<file path="src/core/spi_pkg.sv">
// constants shared by the serial port block: register map, fields, timing
// assumes a single 40 MHz clock and a 32-bit AXI4-Lite register bus
`default_nettype none
package spi_pkg;
  // bus geometry
  localparam int unsigned SPI_ADDR_W = 12;
  localparam int unsigned SPI_DATA_W = 32;
  // register indexes, byte address is four times the index
  localparam logic [9:0] SPI_CTRL_IDX = 10'h042;
  localparam logic [9:0] SPI_STAT_IDX = 10'h043;
  localparam logic [9:0] SPI_DATA_IDX = 10'h044;
  // serial_control fields
  localparam int unsigned SPI_CB_INT_EN    = 7;
  localparam int unsigned SPI_CB_PORT_EN   = 6;
  localparam int unsigned SPI_CB_MASTER    = 4;
  localparam int unsigned SPI_CB_IDLE_LVL  = 3;
  localparam int unsigned SPI_CB_PHASE     = 2;
  localparam int unsigned SPI_CB_RATE_HI   = 1;
  localparam int unsigned SPI_CB_RATE_LO   = 0;
  localparam logic [7:0]  SPI_CTRL_RST     = 8'h00;
  // serial_status fields
  localparam int unsigned SPI_SB_DONE      = 7;
  localparam int unsigned SPI_SB_WRITE_COLLISION_FLAG      = 6;
  localparam int unsigned SPI_SB_MODE_FAULT_FLAG      = 4;
  localparam logic [7:0]  SPI_DATA_RST     = 8'h00;
  // bus answers
  localparam logic [1:0]  SPI_RESP_OKAY    = 2'h0;
  localparam logic [1:0]  SPI_RESP_SLVERR  = 2'h2;
  // timing: system clock, processor clock, serial limits
  localparam int unsigned SPI_CLOCK_HZ     = 40_000_000;
  localparam int unsigned SPI_PROC_HZ      = 4_000_000;
  localparam int unsigned SPI_MASTER_MAX_HZ = 2_000_000;
  localparam int unsigned SPI_SLAVE_MAX_HZ = 4_000_000;
  localparam int unsigned SPI_TICK_CYC     = SPI_CLOCK_HZ / SPI_PROC_HZ;
  localparam int unsigned SPI_SLAVE_HALF_CYC = SPI_CLOCK_HZ / (2 * SPI_SLAVE_MAX_HZ);
  // mask option: pre-divide the processor clock by two
  localparam logic        SPI_MASK_DIV2    = 1'b0;
  localparam int unsigned SPI_PREMUL       = SPI_MASK_DIV2 ? 2 : 1;
  // processor clock divisions per rate code
  localparam int unsigned SPI_RATE_DIV [4] = '{2, 4, 16, 32};
  localparam logic [3:0]  SPI_LAST_EDGE    = 4'hF;
  localparam int unsigned SPI_HALF_W       = 16;
  // transfer state
  typedef enum logic [0:0] {
    SPI_IDLE = 1'b0,
    SPI_RUN  = 1'b1
  } spi_xfer_e;
endpackage
`default_nettype wire

</file>
<file path="src/core/spi_port.sv">
// serial peripheral port: master or slave, registers over AXI4-Lite
// assumes pins arrive asynchronously; pad logic resolves the enables
//
// What this block does
// - master write to data register starts a transfer; clock made from processor clock
// - master loads written byte into 8-bit shift register, shifts out on MOSI
// - after eight bits the shift register is copied to the read buffer
// - slave loads written byte and shifts it out on MISO
// - both lines carry most significant bit first
// - master presents each bit half a clock before the latching edge
// - one shift register for both directions; received byte replaces sent one
// - transfer_done_flag in status sets when a byte completes
// - master_select picks role; master drives MOSI, reads MISO
// - slave MISO released while select high, driven while select low
// - select input only counts while port_enable is set
// - slave with phase 0 and select low refuses data writes
// - unselected slave ignores serial clock and MOSI
// - master seeing select low drops master and enable, flags mode fault
// - serial function disables pull-up and uses push-pull drive
// - master rate at most 2 MHz; slave accepts up to 4 MHz
// - mask option may halve processor clock before the rate generator
// - idle level and phase choose one of four timings, both ends alike
// - slave starts on select low plus clock from the master
// - selected slave puts its first bit on MISO when select drops
// - write during a transfer sets write_collision_flag, transfer continues
// - interrupt request when enabled and done or mode fault flag set
// - idle master clock rests at clock_idle_level
// - rate_select picks one of four divisions; no effect as slave
//
// The AXI4-Lite register port is this design's own decision.
`default_nettype none
module spi_port (
  input  wire logic                          i_clock,
  input  wire logic                          i_rst,
  input  wire logic [spi_pkg::SPI_ADDR_W-1:0] i_s_axi_awaddr,
  input  wire logic                          i_s_axi_awvalid,
  output var  logic                          o_s_axi_awready,
  input  wire logic [spi_pkg::SPI_DATA_W-1:0] i_s_axi_wdata,
  input  wire logic [3:0]                    i_s_axi_wstrb,
  input  wire logic                          i_s_axi_wvalid,
  output var  logic                          o_s_axi_wready,
  output var  logic [1:0]                    o_s_axi_bresp,
  output var  logic                          o_s_axi_bvalid,
  input  wire logic                          i_s_axi_bready,
  input  wire logic [spi_pkg::SPI_ADDR_W-1:0] i_s_axi_araddr,
  input  wire logic                          i_s_axi_arvalid,
  output var  logic                          o_s_axi_arready,
  output var  logic [spi_pkg::SPI_DATA_W-1:0] o_s_axi_rdata,
  output var  logic [1:0]                    o_s_axi_rresp,
  output var  logic                          o_s_axi_rvalid,
  input  wire logic                          i_s_axi_rready,
  input  wire logic                          i_sck,
  output var  logic                          o_sck,
  output var  logic                          o_sck_oe,
  input  wire logic                          i_mosi,
  output var  logic                          o_mosi,
  output var  logic                          o_mosi_oe,
  input  wire logic                          i_miso,
  output var  logic                          o_miso,
  output var  logic                          o_miso_oe,
  input  wire logic                          i_port_c_bit_five_n,
  input  wire logic                          i_port_c_pullup_enable,
  output var  logic                          o_pullup_active,
  output var  logic                          o_irq
);
  import spi_pkg::*;

  // register state
  logic [7:0]  ctrl;
  logic [7:0]  shreg;
  logic [7:0]  rbuf;
  logic        done_flag;
  logic        write_collision_flag_flag;
  logic        mode_fault_flag_flag;
  logic        stat_seen;
  logic        mode_fault_flag_seen;
  // bus state
  logic        aw_have;
  logic        w_have;
  logic [9:0]  aw_idx;
  logic [7:0]  w_byte;
  logic        w_lane0;
  // transfer state
  spi_xfer_e   xfer;
  logic [3:0]  ecnt;
  logic        rbit;
  logic [SPI_HALF_W-1:0] half_cnt;
  logic        sck_phase;
  // input synchronisers and filtered levels
  logic [2:0]  sck_sy, mosi_sy, miso_sy, ss_sy;
  logic        sck_f, sck_fq, mosi_f, miso_f, ss_f;
  // decoded controls and strobes
  logic        pe, master, clock_idle_level, clock_phase_select, ss_low;
  logic        wr_go, rd_go, data_wr, data_rd, stat_rd, ctrl_wr;
  logic [9:0]  ar_idx;
  logic        busy, slave_block, m_start, m_edge, s_edge, edge_ev;
  logic        din, is_sample, is_shift, complete, mode_fault, slave_abort, mosi_hold;
  logic [7:0]  complete_val;
  logic [SPI_HALF_W-1:0] half_cyc;

  // master half period in system cycles for the selected rate
  function automatic logic [SPI_HALF_W-1:0] half_of(input logic [1:0] code);
    int unsigned v;
    v = (SPI_RATE_DIV[code] * SPI_TICK_CYC * SPI_PREMUL) / 2;
    return v[SPI_HALF_W-1:0];
  endfunction

  // control fields and select qualification
  assign pe      = ctrl[SPI_CB_PORT_EN];
  assign master  = ctrl[SPI_CB_MASTER];
  assign clock_idle_level    = ctrl[SPI_CB_IDLE_LVL];
  assign clock_phase_select    = ctrl[SPI_CB_PHASE];
  assign ss_low  = pe & ~ss_f;
  assign half_cyc = half_of(ctrl[SPI_CB_RATE_HI:SPI_CB_RATE_LO]);

  // three-stage synchronisers on every pin input
  always_ff @(posedge i_clock) begin
    if (i_rst) begin
      sck_sy  <= 3'h0;
      mosi_sy <= 3'h0;
      miso_sy <= 3'h0;
      ss_sy   <= 3'h7;
    end else begin
      sck_sy  <= {sck_sy[1:0], i_sck};
      mosi_sy <= {mosi_sy[1:0], i_mosi};
      miso_sy <= {miso_sy[1:0], i_miso};
      ss_sy   <= {ss_sy[1:0], i_port_c_bit_five_n};
    end
  end

  // a level counts once the second and third stages agree
  always_ff @(posedge i_clock) begin
    if (i_rst) begin
      sck_f  <= 1'b0;
      sck_fq <= 1'b0;
      mosi_f <= 1'b0;
      miso_f <= 1'b0;
      ss_f   <= 1'b1;
    end else begin
      if (sck_sy[1] == sck_sy[2]) sck_f <= sck_sy[2];
      if (mosi_sy[1] == mosi_sy[2]) mosi_f <= mosi_sy[2];
      if (miso_sy[1] == miso_sy[2]) miso_f <= miso_sy[2];
      if (ss_sy[1] == ss_sy[2]) ss_f <= ss_sy[2];
      sck_fq <= (!master && ss_low) ? sck_f : clock_idle_level;
    end
  end

  // bus strobes: write fires once address and data are both held
  assign wr_go   = aw_have && w_have && !o_s_axi_bvalid;
  assign rd_go   = i_s_axi_arvalid && o_s_axi_arready;
  assign ar_idx  = i_s_axi_araddr[11:2];
  assign data_wr = wr_go && w_lane0 && (aw_idx == SPI_DATA_IDX);
  assign ctrl_wr = wr_go && w_lane0 && (aw_idx == SPI_CTRL_IDX);
  assign data_rd = rd_go && (ar_idx == SPI_DATA_IDX);
  assign stat_rd = rd_go && (ar_idx == SPI_STAT_IDX);

  // transfer events: master rate generator edge or qualified slave edge
  assign busy        = (xfer == SPI_RUN);
  assign slave_block = !master && !clock_phase_select && ss_low;
  assign m_start     = data_wr && master && pe && !busy;
  assign m_edge      = master && busy && (half_cnt == half_cyc - 16'h0001);
  assign s_edge      = !master && ss_low && (sck_f != sck_fq);
  assign edge_ev     = m_edge || s_edge;
  assign din         = master ? miso_f : mosi_f;
  assign is_sample   = edge_ev && (ecnt[0] == clock_phase_select);
  assign is_shift    = edge_ev && !is_sample && !(clock_phase_select && ecnt == 4'h0);
  assign complete    = edge_ev && (ecnt == SPI_LAST_EDGE);
  assign complete_val = is_sample ? {shreg[6:0], din} : {shreg[6:0], rbit};
  assign mode_fault  = pe && master && ss_low;
  assign slave_abort = !master && busy && !ss_low;

  // write address and data channels, taken in either order
  always_ff @(posedge i_clock) begin
    if (i_rst) begin
      aw_have <= 1'b0;
      w_have  <= 1'b0;
      aw_idx  <= 10'h000;
      w_byte  <= 8'h00;
      w_lane0 <= 1'b0;
      o_s_axi_awready <= 1'b0;
      o_s_axi_wready  <= 1'b0;
      o_s_axi_bvalid  <= 1'b0;
      o_s_axi_bresp   <= SPI_RESP_OKAY;
    end else begin
      o_s_axi_awready <= !aw_have && !(i_s_axi_awvalid && o_s_axi_awready);
      o_s_axi_wready  <= !w_have && !(i_s_axi_wvalid && o_s_axi_wready);
      if (i_s_axi_awvalid && o_s_axi_awready) begin
        aw_have <= 1'b1;
        aw_idx  <= i_s_axi_awaddr[11:2];
      end
      if (i_s_axi_wvalid && o_s_axi_wready) begin
        w_have  <= 1'b1;
        w_byte  <= i_s_axi_wdata[7:0];
        w_lane0 <= i_s_axi_wstrb[0];
      end
      if (wr_go) begin
        o_s_axi_bvalid <= 1'b1;
        o_s_axi_bresp  <= (aw_idx == SPI_CTRL_IDX || aw_idx == SPI_DATA_IDX ||
                           aw_idx == SPI_STAT_IDX) ? SPI_RESP_OKAY : SPI_RESP_SLVERR;
      end
      if (o_s_axi_bvalid && i_s_axi_bready) begin
        o_s_axi_bvalid  <= 1'b0;
        aw_have         <= 1'b0;
        w_have          <= 1'b0;
        o_s_axi_awready <= 1'b1;
        o_s_axi_wready  <= 1'b1;
      end
    end
  end

  // read channel, one cycle from address to data
  always_ff @(posedge i_clock) begin
    if (i_rst) begin
      o_s_axi_arready <= 1'b0;
      o_s_axi_rvalid  <= 1'b0;
      o_s_axi_rdata   <= 32'h0000_0000;
      o_s_axi_rresp   <= SPI_RESP_OKAY;
    end else begin
      o_s_axi_arready <= !o_s_axi_rvalid && !rd_go;
      if (rd_go) begin
        o_s_axi_rvalid <= 1'b1;
        o_s_axi_rresp  <= SPI_RESP_OKAY;
        case (ar_idx)
          SPI_CTRL_IDX: o_s_axi_rdata <= {24'h000000, ctrl};
          SPI_STAT_IDX: o_s_axi_rdata <= {24'h000000, done_flag, write_collision_flag_flag, 1'b0,
                                          mode_fault_flag_flag, 4'h0};
          SPI_DATA_IDX: o_s_axi_rdata <= {24'h000000, rbuf};
          default: begin
            o_s_axi_rdata <= 32'h0000_0000;
            o_s_axi_rresp <= SPI_RESP_SLVERR;
          end
        endcase
      end else if (o_s_axi_rvalid && i_s_axi_rready) begin
        o_s_axi_rvalid  <= 1'b0;
        o_s_axi_arready <= 1'b1;
      end
    end
  end

  // control register; a mode fault drops master and port enable
  always_ff @(posedge i_clock) begin
    if (i_rst) begin
      ctrl <= SPI_CTRL_RST;
    end else begin
      if (ctrl_wr) ctrl <= {w_byte[7:6], 1'b0, w_byte[4:0]};
      if (mode_fault) begin
        ctrl[SPI_CB_MASTER]  <= 1'b0;
        ctrl[SPI_CB_PORT_EN] <= 1'b0;
      end
    end
  end

  // status flags: status read arms the clear, a later access clears; set wins
  always_ff @(posedge i_clock) begin
    if (i_rst) begin
      done_flag <= 1'b0;
      write_collision_flag_flag <= 1'b0;
      mode_fault_flag_flag <= 1'b0;
      stat_seen <= 1'b0;
      mode_fault_flag_seen <= 1'b0;
    end else begin
      if (stat_rd) stat_seen <= done_flag || write_collision_flag_flag;
      else if (data_wr || data_rd) stat_seen <= 1'b0;
      if (stat_rd) mode_fault_flag_seen <= mode_fault_flag_flag;
      else if (ctrl_wr) mode_fault_flag_seen <= 1'b0;
      if (complete) done_flag <= 1'b1;
      else if (stat_seen && (data_wr || data_rd)) done_flag <= 1'b0;
      if (data_wr && (busy || slave_block)) write_collision_flag_flag <= 1'b1;
      else if (stat_seen && (data_wr || data_rd)) write_collision_flag_flag <= 1'b0;
      if (mode_fault) mode_fault_flag_flag <= 1'b1;
      else if (mode_fault_flag_seen && ctrl_wr) mode_fault_flag_flag <= 1'b0;
    end
  end

  // master rate generator: half-period counter and clock phase
  always_ff @(posedge i_clock) begin
    if (i_rst) begin
      half_cnt  <= 16'h0000;
      sck_phase <= 1'b0;
    end else if (!master || !busy || mode_fault) begin
      half_cnt  <= 16'h0000;
      sck_phase <= 1'b0;
    end else if (m_edge) begin
      half_cnt  <= 16'h0000;
      sck_phase <= ~sck_phase;
    end else begin
      half_cnt  <= half_cnt + 16'h0001;
    end
  end

  // shared shift register, edge counter and read buffer
  always_ff @(posedge i_clock) begin
    if (i_rst) begin
      xfer  <= SPI_IDLE;
      ecnt  <= 4'h0;
      rbit  <= 1'b0;
      shreg <= SPI_DATA_RST;
      rbuf  <= SPI_DATA_RST;
    end else if (mode_fault || slave_abort) begin
      xfer <= SPI_IDLE;
      ecnt <= 4'h0;
    end else if (data_wr && !busy && !slave_block) begin
      shreg <= w_byte;
      if (m_start) xfer <= SPI_RUN;
    end else if (edge_ev) begin
      ecnt <= ecnt + 4'h1;
      if (!master) xfer <= SPI_RUN;
      if (is_sample) rbit <= din;
      if (is_shift) shreg <= {shreg[6:0], rbit};
      if (complete) begin
        shreg <= complete_val;
        rbuf  <= complete_val;
        xfer  <= SPI_IDLE;
        ecnt  <= 4'h0;
      end
    end
  end

  // pin drivers, interrupt request and pull-up control, all registered
  always_ff @(posedge i_clock) begin
    if (i_rst) begin
      o_sck           <= 1'b0;
      o_sck_oe        <= 1'b0;
      o_mosi          <= 1'b0;
      o_mosi_oe       <= 1'b0;
      o_miso          <= 1'b0;
      o_miso_oe       <= 1'b0;
      o_irq           <= 1'b0;
      o_pullup_active <= 1'b0;
      mosi_hold       <= 1'b0;
    end else begin
      mosi_hold       <= complete;                     // keeps mosi still over the last edge
      o_sck           <= clock_idle_level ^ sck_phase;
      o_sck_oe        <= pe && master && !mode_fault;
      o_mosi          <= mosi_hold ? o_mosi : shreg[7];
      o_mosi_oe       <= pe && master && !mode_fault;
      o_miso          <= shreg[7];
      o_miso_oe       <= pe && !master && ss_low;
      o_irq           <= ctrl[SPI_CB_INT_EN] && (done_flag || mode_fault_flag_flag);
      o_pullup_active <= i_port_c_pullup_enable && !pe;
    end
  end
endmodule // spi_port
`default_nettype wire

</file>
<file path="config.mk">
export PLATFORM = sky130hd
export DESIGN_NAME = spi_port
export DESIGN_NICKNAME = d
export VERILOG_FILES = /design/src/core/spi_pkg.sv /design/src/core/spi_port.sv
export SDC_FILE = /design/constraint.sdc
export NUM_CORES = 1
export LEC_CHECK = 0
export ABC_AREA = 1
export CAP_MARGIN = 20
export CELL_PAD_IN_SITES_DETAIL_PLACEMENT = 1
export CELL_PAD_IN_SITES_GLOBAL_PLACEMENT = 2
export CORE_MARGIN = 5
export CORE_UTILIZATION = 37
export DETAILED_ROUTE_END_ITERATION = 8
export DONT_BUFFER_PORTS = 1
export GPL_TIMING_DRIVEN = 1
export PLACE_DENSITY_LB_ADDON = 0.1
export RECOVER_POWER = 100
export SYNTH_ARGS = -nofsm -noshare
export SYNTH_HDL_FRONTEND = slang
export SYNTH_SLANG_ARGS = --single-unit
export TNS_END_PERCENT = 30
</file>
<file path="constraint.sdc">
create_clock -name i_clock -period 5.4 [get_ports i_clock]
set_input_delay 1.08 -clock i_clock [delete_from_list [all_inputs] [get_ports i_clock]]
set_output_delay 1.08 -clock i_clock [all_outputs]
set_load 0.01 [all_outputs]
</file>
---- After elaboration in Yosys (flattened, before gate mapping) ----
Index checks and enable logic that the tools add are counted.
word-level totals
  input port bits ......................... 72
  output and inout port bits .............. 49
  register bits ........................... 138
cells by class
  multiplexer cells ....................... 34
  bitwise operators ....................... 7
  multipliers ............................. 1
  equal/unequal tests ..................... 16
  $add $sub $neg .......................... 3
  order comparisons ....................... 1
  reduce and logical (&&, ||, !) cells .... 89
operators by type and width
  cell                                                 count
  binary-select mux 32 bit (select 2 bit)              1
  2-to-1 mux 32 bit                                    2
  == test 10 x 7 -> 1 bit (second input constant)      6
  logical AND 1 bit                                    43
  multiplier 32 x 3 -> 16 bit (second input constant)  1
  2-to-1 mux 8 bit                                     4
  one-hot mux 8 bit (3 select lines)                   1
  2-to-1 mux 1 bit                                     23
  adder 16 x 1 -> 16 bit (second input constant)       1
  == test 16 bit                                       1
  logical NOT 1 bit                                    16
  subtractor 16 x 1 -> 16 bit (second input constant)  1
  nonzero test 2 bit                                   7
  logical OR 1 bit                                     10
  AND reduction 4 bit                                  2
  OR reduction 2 bit                                   4
  AND reduction 3 bit                                  2
  OR reduction 3 bit                                   2
  == test 1 bit                                        5
  adder 4 x 1 -> 4 bit (second input constant)         1
  == test 4 bit (second input constant)                1
  logical NOT 4 bit                                    1
  2-to-1 mux 2 bit                                     2
  2-to-1 mux 4 bit                                     1
  10 further kinds                                     13

---- Depth between registers and ports, before layout ----
  depth in word-level cells ............... 17
  gate-level depth with buffers ........... 19
  gate-level depth less buffers ........... 18

---- Worst setup path before layout ----
OpenSTA, ideal clock, no wires.
  path kind ............................... in2reg
  start point ............................. input port i_s_axi_araddr[11] (netlist bit)
  end point ............................... register o_s_axi_rdata[2] (netlist bit)
  path slack .............................. 3,112 ps
  library setup time ...................... 74 ps
  cell stages on the path ................. 7
  data arrival time ....................... 2,214 ps
  required time ........................... 5,326 ps
  cells stage by stage .................... nor2_1 > nand2_1 > nor3_1 > nand3_1 > o31ai_1 > nand4_1 > a31oi_1
on the way
  word-level cells in the longest chain between the ends .. 2
  elaborated cells between the ends (all ways) .. 4
  classes of those cells .................. eq/ne: 3; mux: 1
RTL lines
  item                                    line             RTL
  start: declaration                      spi_port.sv:45   input wire logic [spi_pkg::SPI_ADDR_W-1:0] i_s_axi_araddr,
  == test 10 x 7 -> 1 bit                 spi_port.sv:223  case (ar_idx)
  one-hot mux 8 bit (3 select lines) (*)  spi_port.sv:223
  end signal: assignment                  spi_port.sv:224  SPI_CTRL_IDX: o_s_axi_rdata <= {24'h000000, ctrl};
  end signal: assignment                  spi_port.sv:225  SPI_STAT_IDX: o_s_axi_rdata <= {24'h000000, done_flag, write_collision_flag_flag, 1'b0,
  end signal: assignment                  spi_port.sv:227  SPI_DATA_IDX: o_s_axi_rdata <= {24'h000000, rbuf};
  end: declaration                        spi_port.sv:48   output var logic [spi_pkg::SPI_DATA_W-1:0] o_s_axi_rdata,
Mark *: on every way between the ends. The rest lies on a longest branch, timed or not.
A chain may end at the register's enable or synchronous reset.

---- Worst setup path in the final report ----
  start point ............................. register ctrl[1]
  end point ............................... register rbuf[3]
on the way
  word-level cells in the longest chain between the ends .. 11
RTL lines
  item                                                      line             RTL
  start: declaration                                        spi_port.sv:69   logic [7:0] ctrl;
  start signal: assignment                                  spi_port.sv:245  if (ctrl_wr) ctrl <= {w_byte[7:6], 1'b0, w_byte[4:0]};
  inverter 2 -> 3 bit (not written as such) (*)             spi_port.sv:104  v = (SPI_RATE_DIV[code] * SPI_TICK_CYC * SPI_PREMUL) / 2;
  binary-select mux 32 bit (select 2 bit) (*)               spi_port.sv:104
  2-to-1 mux 32 bit (not written as such) (*) (2 in a row)  spi_port.sv:104
  multiplier 32 x 3 -> 16 bit (*)                           spi_port.sv:104
  subtractor 16 x 1 -> 16 bit (*)                           spi_port.sv:161  assign m_edge = master && busy && (half_cnt == half_cyc - 16'h0001);
  == test 16 bit (*)                                        spi_port.sv:161
  logical AND 1 bit (*)                                     spi_port.sv:161
  logical OR 1 bit (*)                                      spi_port.sv:163  assign edge_ev = m_edge || s_edge;
  logical AND 1 bit                                         spi_port.sv:167  assign complete = edge_ev && (ecnt == SPI_LAST_EDGE);
  AND reduction 4 bit (no line) (*)                         --
  end signal: assignment                                    spi_port.sv:312  rbuf <= complete_val;
  end: declaration                                          spi_port.sv:71   logic [7:0] rbuf;
Mark *: on every way between the ends. The rest lies on a longest branch, timed or not. The select of a mux whose other input is x is not followed.

==> summary.md <==
### Yosys
* FFs w/ async S/R, synth: 0%
* area share of the largest cell type after synthesis: 45.8%
* Seq/Total Area, Yosys: 45.8%
* Post-synth top flop: sky130_fd_sc_hd__dfxtp_1
* syn_area_per_cell: 7.32 µm²
* largest area contributor in the netlist: sky130_fd_sc_hd__dfxtp_1
* cell area after synthesis: 0.00490 mm²
* count of state elements after synthesis: 112
* cell types with the largest area share after synthesis: sky130_fd_sc_hd__dfxtp_1 46%, sky130_fd_sc_hd__nand2_1 8.5%, sky130_fd_sc_hd__nor2_1 7.6%
* Synth top cells by count: 112 x sky130_fd_sc_hd__dfxtp_1, 111 x sky130_fd_sc_hd__nand2_1, 99 x sky130_fd_sc_hd__nor2_1
* synth warn: 0
* Post-synth EDFFs: 0
* number of instances in the synthesized netlist: 669
* most common cell in the netlist: sky130_fd_sc_hd__dfxtp_1
* count of distinct cell types in the synthesized netlist: 39

### Global route
* global-route usage over all layers: 16.0%
* GR Layer Usage met1: 20.4%
* GRT Residual Overflow: 0
* met3 Resource Use GR: 4.35%
* wire length of the first global-routing pass: 20400 µm
* pin count of the biggest net entering global routing: 47
* number of global-route vias before repair: 4070
* antenna violations before repair: 0
* grt peak-use layer: met2
* global-route track usage on met2: 26.5%

### Flow run
* max-cap check violation count: 0

### Clock network
* register clock-pin slew on the reported worst setup and hold paths: 70 ps
* CTS root buffer: sky130_fd_sc_hd__clkbuf_16
* H-Tree Depth: 3
* worst skew pair latency: 360 ps
* Resize count post-CTS: 0
* post-CTS setup-driven buffer insertion count: 0
* clock buffer count from CTS: 9
* TritonCTS clock tree: done
* deepest clock path buffer count: 2
* hold bufs inserted after CTS: 0
* sink count of the clock tree: 112

### Critical path
* type of element capturing the critical path: flip-flop
* endpoint of the worst-slack reg-to-reg timing path: rbuf[3]
* Max stage delay on crit path: 460 ps
* maximum fanout encountered on the critical timing path: 14
* logic depth of the worst register-to-register path: 17
* Reg-to-Reg Start: ctrl[1]
* required time reported for the critical path endpoint: 5630 ps
* Max stage delay cell, worst path: sky130_fd_sc_hd__dfxtp_1
* worst setup slack for register-to-register paths: 2630 ps
* worst path arrival time: 3000 ps
* CP startpoint kind: flip-flop
* Top cell by count, worst path: sky130_fd_sc_hd__nand2_1
* series of cell instances along the critical path: inv_1, nand2_1, inv_1, ha_1, inv_1, nand2_1, nand2_1, nor2_1, nand2_1, nor2_1, nand3_1, nand2_1, nand2_1, inv_1, nand2_1, o21ai_0, a21oi_1
* critical path start-end classification: flip-flop to flip-flop

### Floorplanning
* die extent in x: 125 µm
* total number of placement rows: 42
* effective utilization at floorplan: 37.4%
* core area: 0.0131 mm²
* overall die area: 0.0156 mm²
* IO Pins: 121
* Chip Height: 125 µm

### STA
* number of hold violations in the final report: 0
* maximum clock frequency: 361 MHz
* share of the clock period used by the worst path: 51.2%
* slew at the pin with the worst max-slew slack: 1110 ps
* Min Clock Period, post-route: 2770 ps
* worst rel slew slack: 25.6%
* worst-case hold slack: 417 ps
* count of final max-slew check failures: 0
* final setup skew: 8.10 ps
* # setup viols final: 0
* final setup TNS: 0 ps
* unrepaired setup endpoints after global routing: no

### Finish
* Area Growth Syn to Fin: 6.59%
* # diodes: 0
* final non-filler cell total: 846
* final non-filler cell area: 0.00522 mm²
* fraction of final layout cells sized beyond drive strength 1: 4.03%
* final net count: 741

### Routing
* routed wire length: 12200 µm
* count of TritonRoute iterations in the first routing pass: 4
* remaining antenna violation count: 0
* number of remaining DRC errors: 0
* number of design-rule violations left by the first detailed-router iteration: 204
* vias per inst: 4.77
* Routed wire per std cell: 14.4 µm
* count of vias placed by the detailed router: 4033

### Placed design
* DP HPWL: 9410 µm
* Port Buffers: 0
* cell area after placement: 0.00495 mm²
* total instance count after detailed placement: 830
* weighted congestion reported at the end of routability-driven placement: 0.783

### Pwr
* Pwr Total: 1.61 mW
* power density over the cells: 308 mW/mm²
* maximum resistive drop on vdd: 196 µV
* leakage power: 2.04 nW

### Worst hold path
* hold wc startpoint: sck_sy[0]
* worst hold path depth: 2
* terminating pin of the worst hold path: sck_sy[1]
* worst min-delay path class: flip-flop to flip-flop

### Outcome
* run status: completed

## state kept, by name (all words and copies together) (netlist names), 3 cells and up
| signal | count |
|---|---|
| rbuf | 8 |
| ss_sy | 3 |
| sck_sy | 3 |
| ctrl | 7 |
| aw_idx | 10 |
| mosi_sy | 3 |
| ecnt | 4 |
| half_cnt | 16 |
| shreg | 8 |
| w_byte | 8 |
| o_s_axi_rdata | 8 |
| miso_sy | 3 |
## where the power goes
part	internal (mW)	switching, mW
combinational	0.0172	0.0463
sequential	0.844	0.0122
clock	0.365	0.321
## how the worst max path moves through the flow
stage,slack [ps],depth (start not counted),from,to
after floorplan,3110,7,i_s_axi_araddr[11],o_s_axi_rdata[2]
after global placement,2780,7,i_s_axi_araddr[11],o_s_axi_rdata[2]
after detailed placement,2750,7,i_s_axi_araddr[11],o_s_axi_rdata[2]
after CTS,2990,16,ctrl[1],rbuf[3]
after global routing,2150,17,ctrl[1],rbuf[3]
final,2630,17,ctrl[1],rbuf[3]
## through the flow
stage	utilization [%]	setup WS, ps
floorplan	-	3110
global placement	37.8	2780
detailed placement	37.8	2750
CTS	40.1	2990
global route	39.9	2150
finish	39.9	2630
## layout make-up
type	instances	area [µm²]
clock inverter	7	81.3
sequential	112	2240
timing repair buffer	1	3.75
inverter	86	323
clock buffer	9	225
fill	1654	7870
multi-input combinational	455	2120
tap	176	220
## worst max-delay path: cells and delay by family (launching register included)
family / cells / cell delay (ps)
and+or+nand+nor: 10 / 1200
AOI/OAI and AO/OA: 2 / 330
buffers and inverters: 4 / 380
adders and majority gates: 1 / 260
DFF: 1 / 460
## placed cells by master (no fill, tap or decap), types with 4 or more instances in the layout
cell and n:
sky130_fd_sc_hd__nor4_1 4, sky130_fd_sc_hd__nand3_1 23, sky130_fd_sc_hd__conb_1 26, sky130_fd_sc_hd__inv_1 86, sky130_fd_sc_hd__o21ai_0 59, sky130_fd_sc_hd__clkbuf_16 9, sky130_fd_sc_hd__xor2_1 4, sky130_fd_sc_hd__nand2_1 116
sky130_fd_sc_hd__nand4_1 8, sky130_fd_sc_hd__nor2_1 100, sky130_fd_sc_hd__ha_1 4, sky130_fd_sc_hd__nor3b_1 4, sky130_fd_sc_hd__a21oi_1 61, sky130_fd_sc_hd__nor3_1 15, sky130_fd_sc_hd__a31oi_1 4, sky130_fd_sc_hd__dfxtp_1 112
## per-layer routing
metal  up-vias  share of wire (%)
met3        11                3.3
met1      1877                 47
met5         -                  0
met4         0                1.3
li1       2096                  -
met2        49                 48
## cells by family after synthesis
logic type | share of synthesized area, %
and+or+nand+nor | 24.9
AOI/OAI and AO/OA | 14.8
buffers and inverters | 12.1
DFF | 45.8
xor gates and xnor gates | 1.25
adders and majority gates | 1.02
other | 0.0766
(Power assumes the default switching activity.)
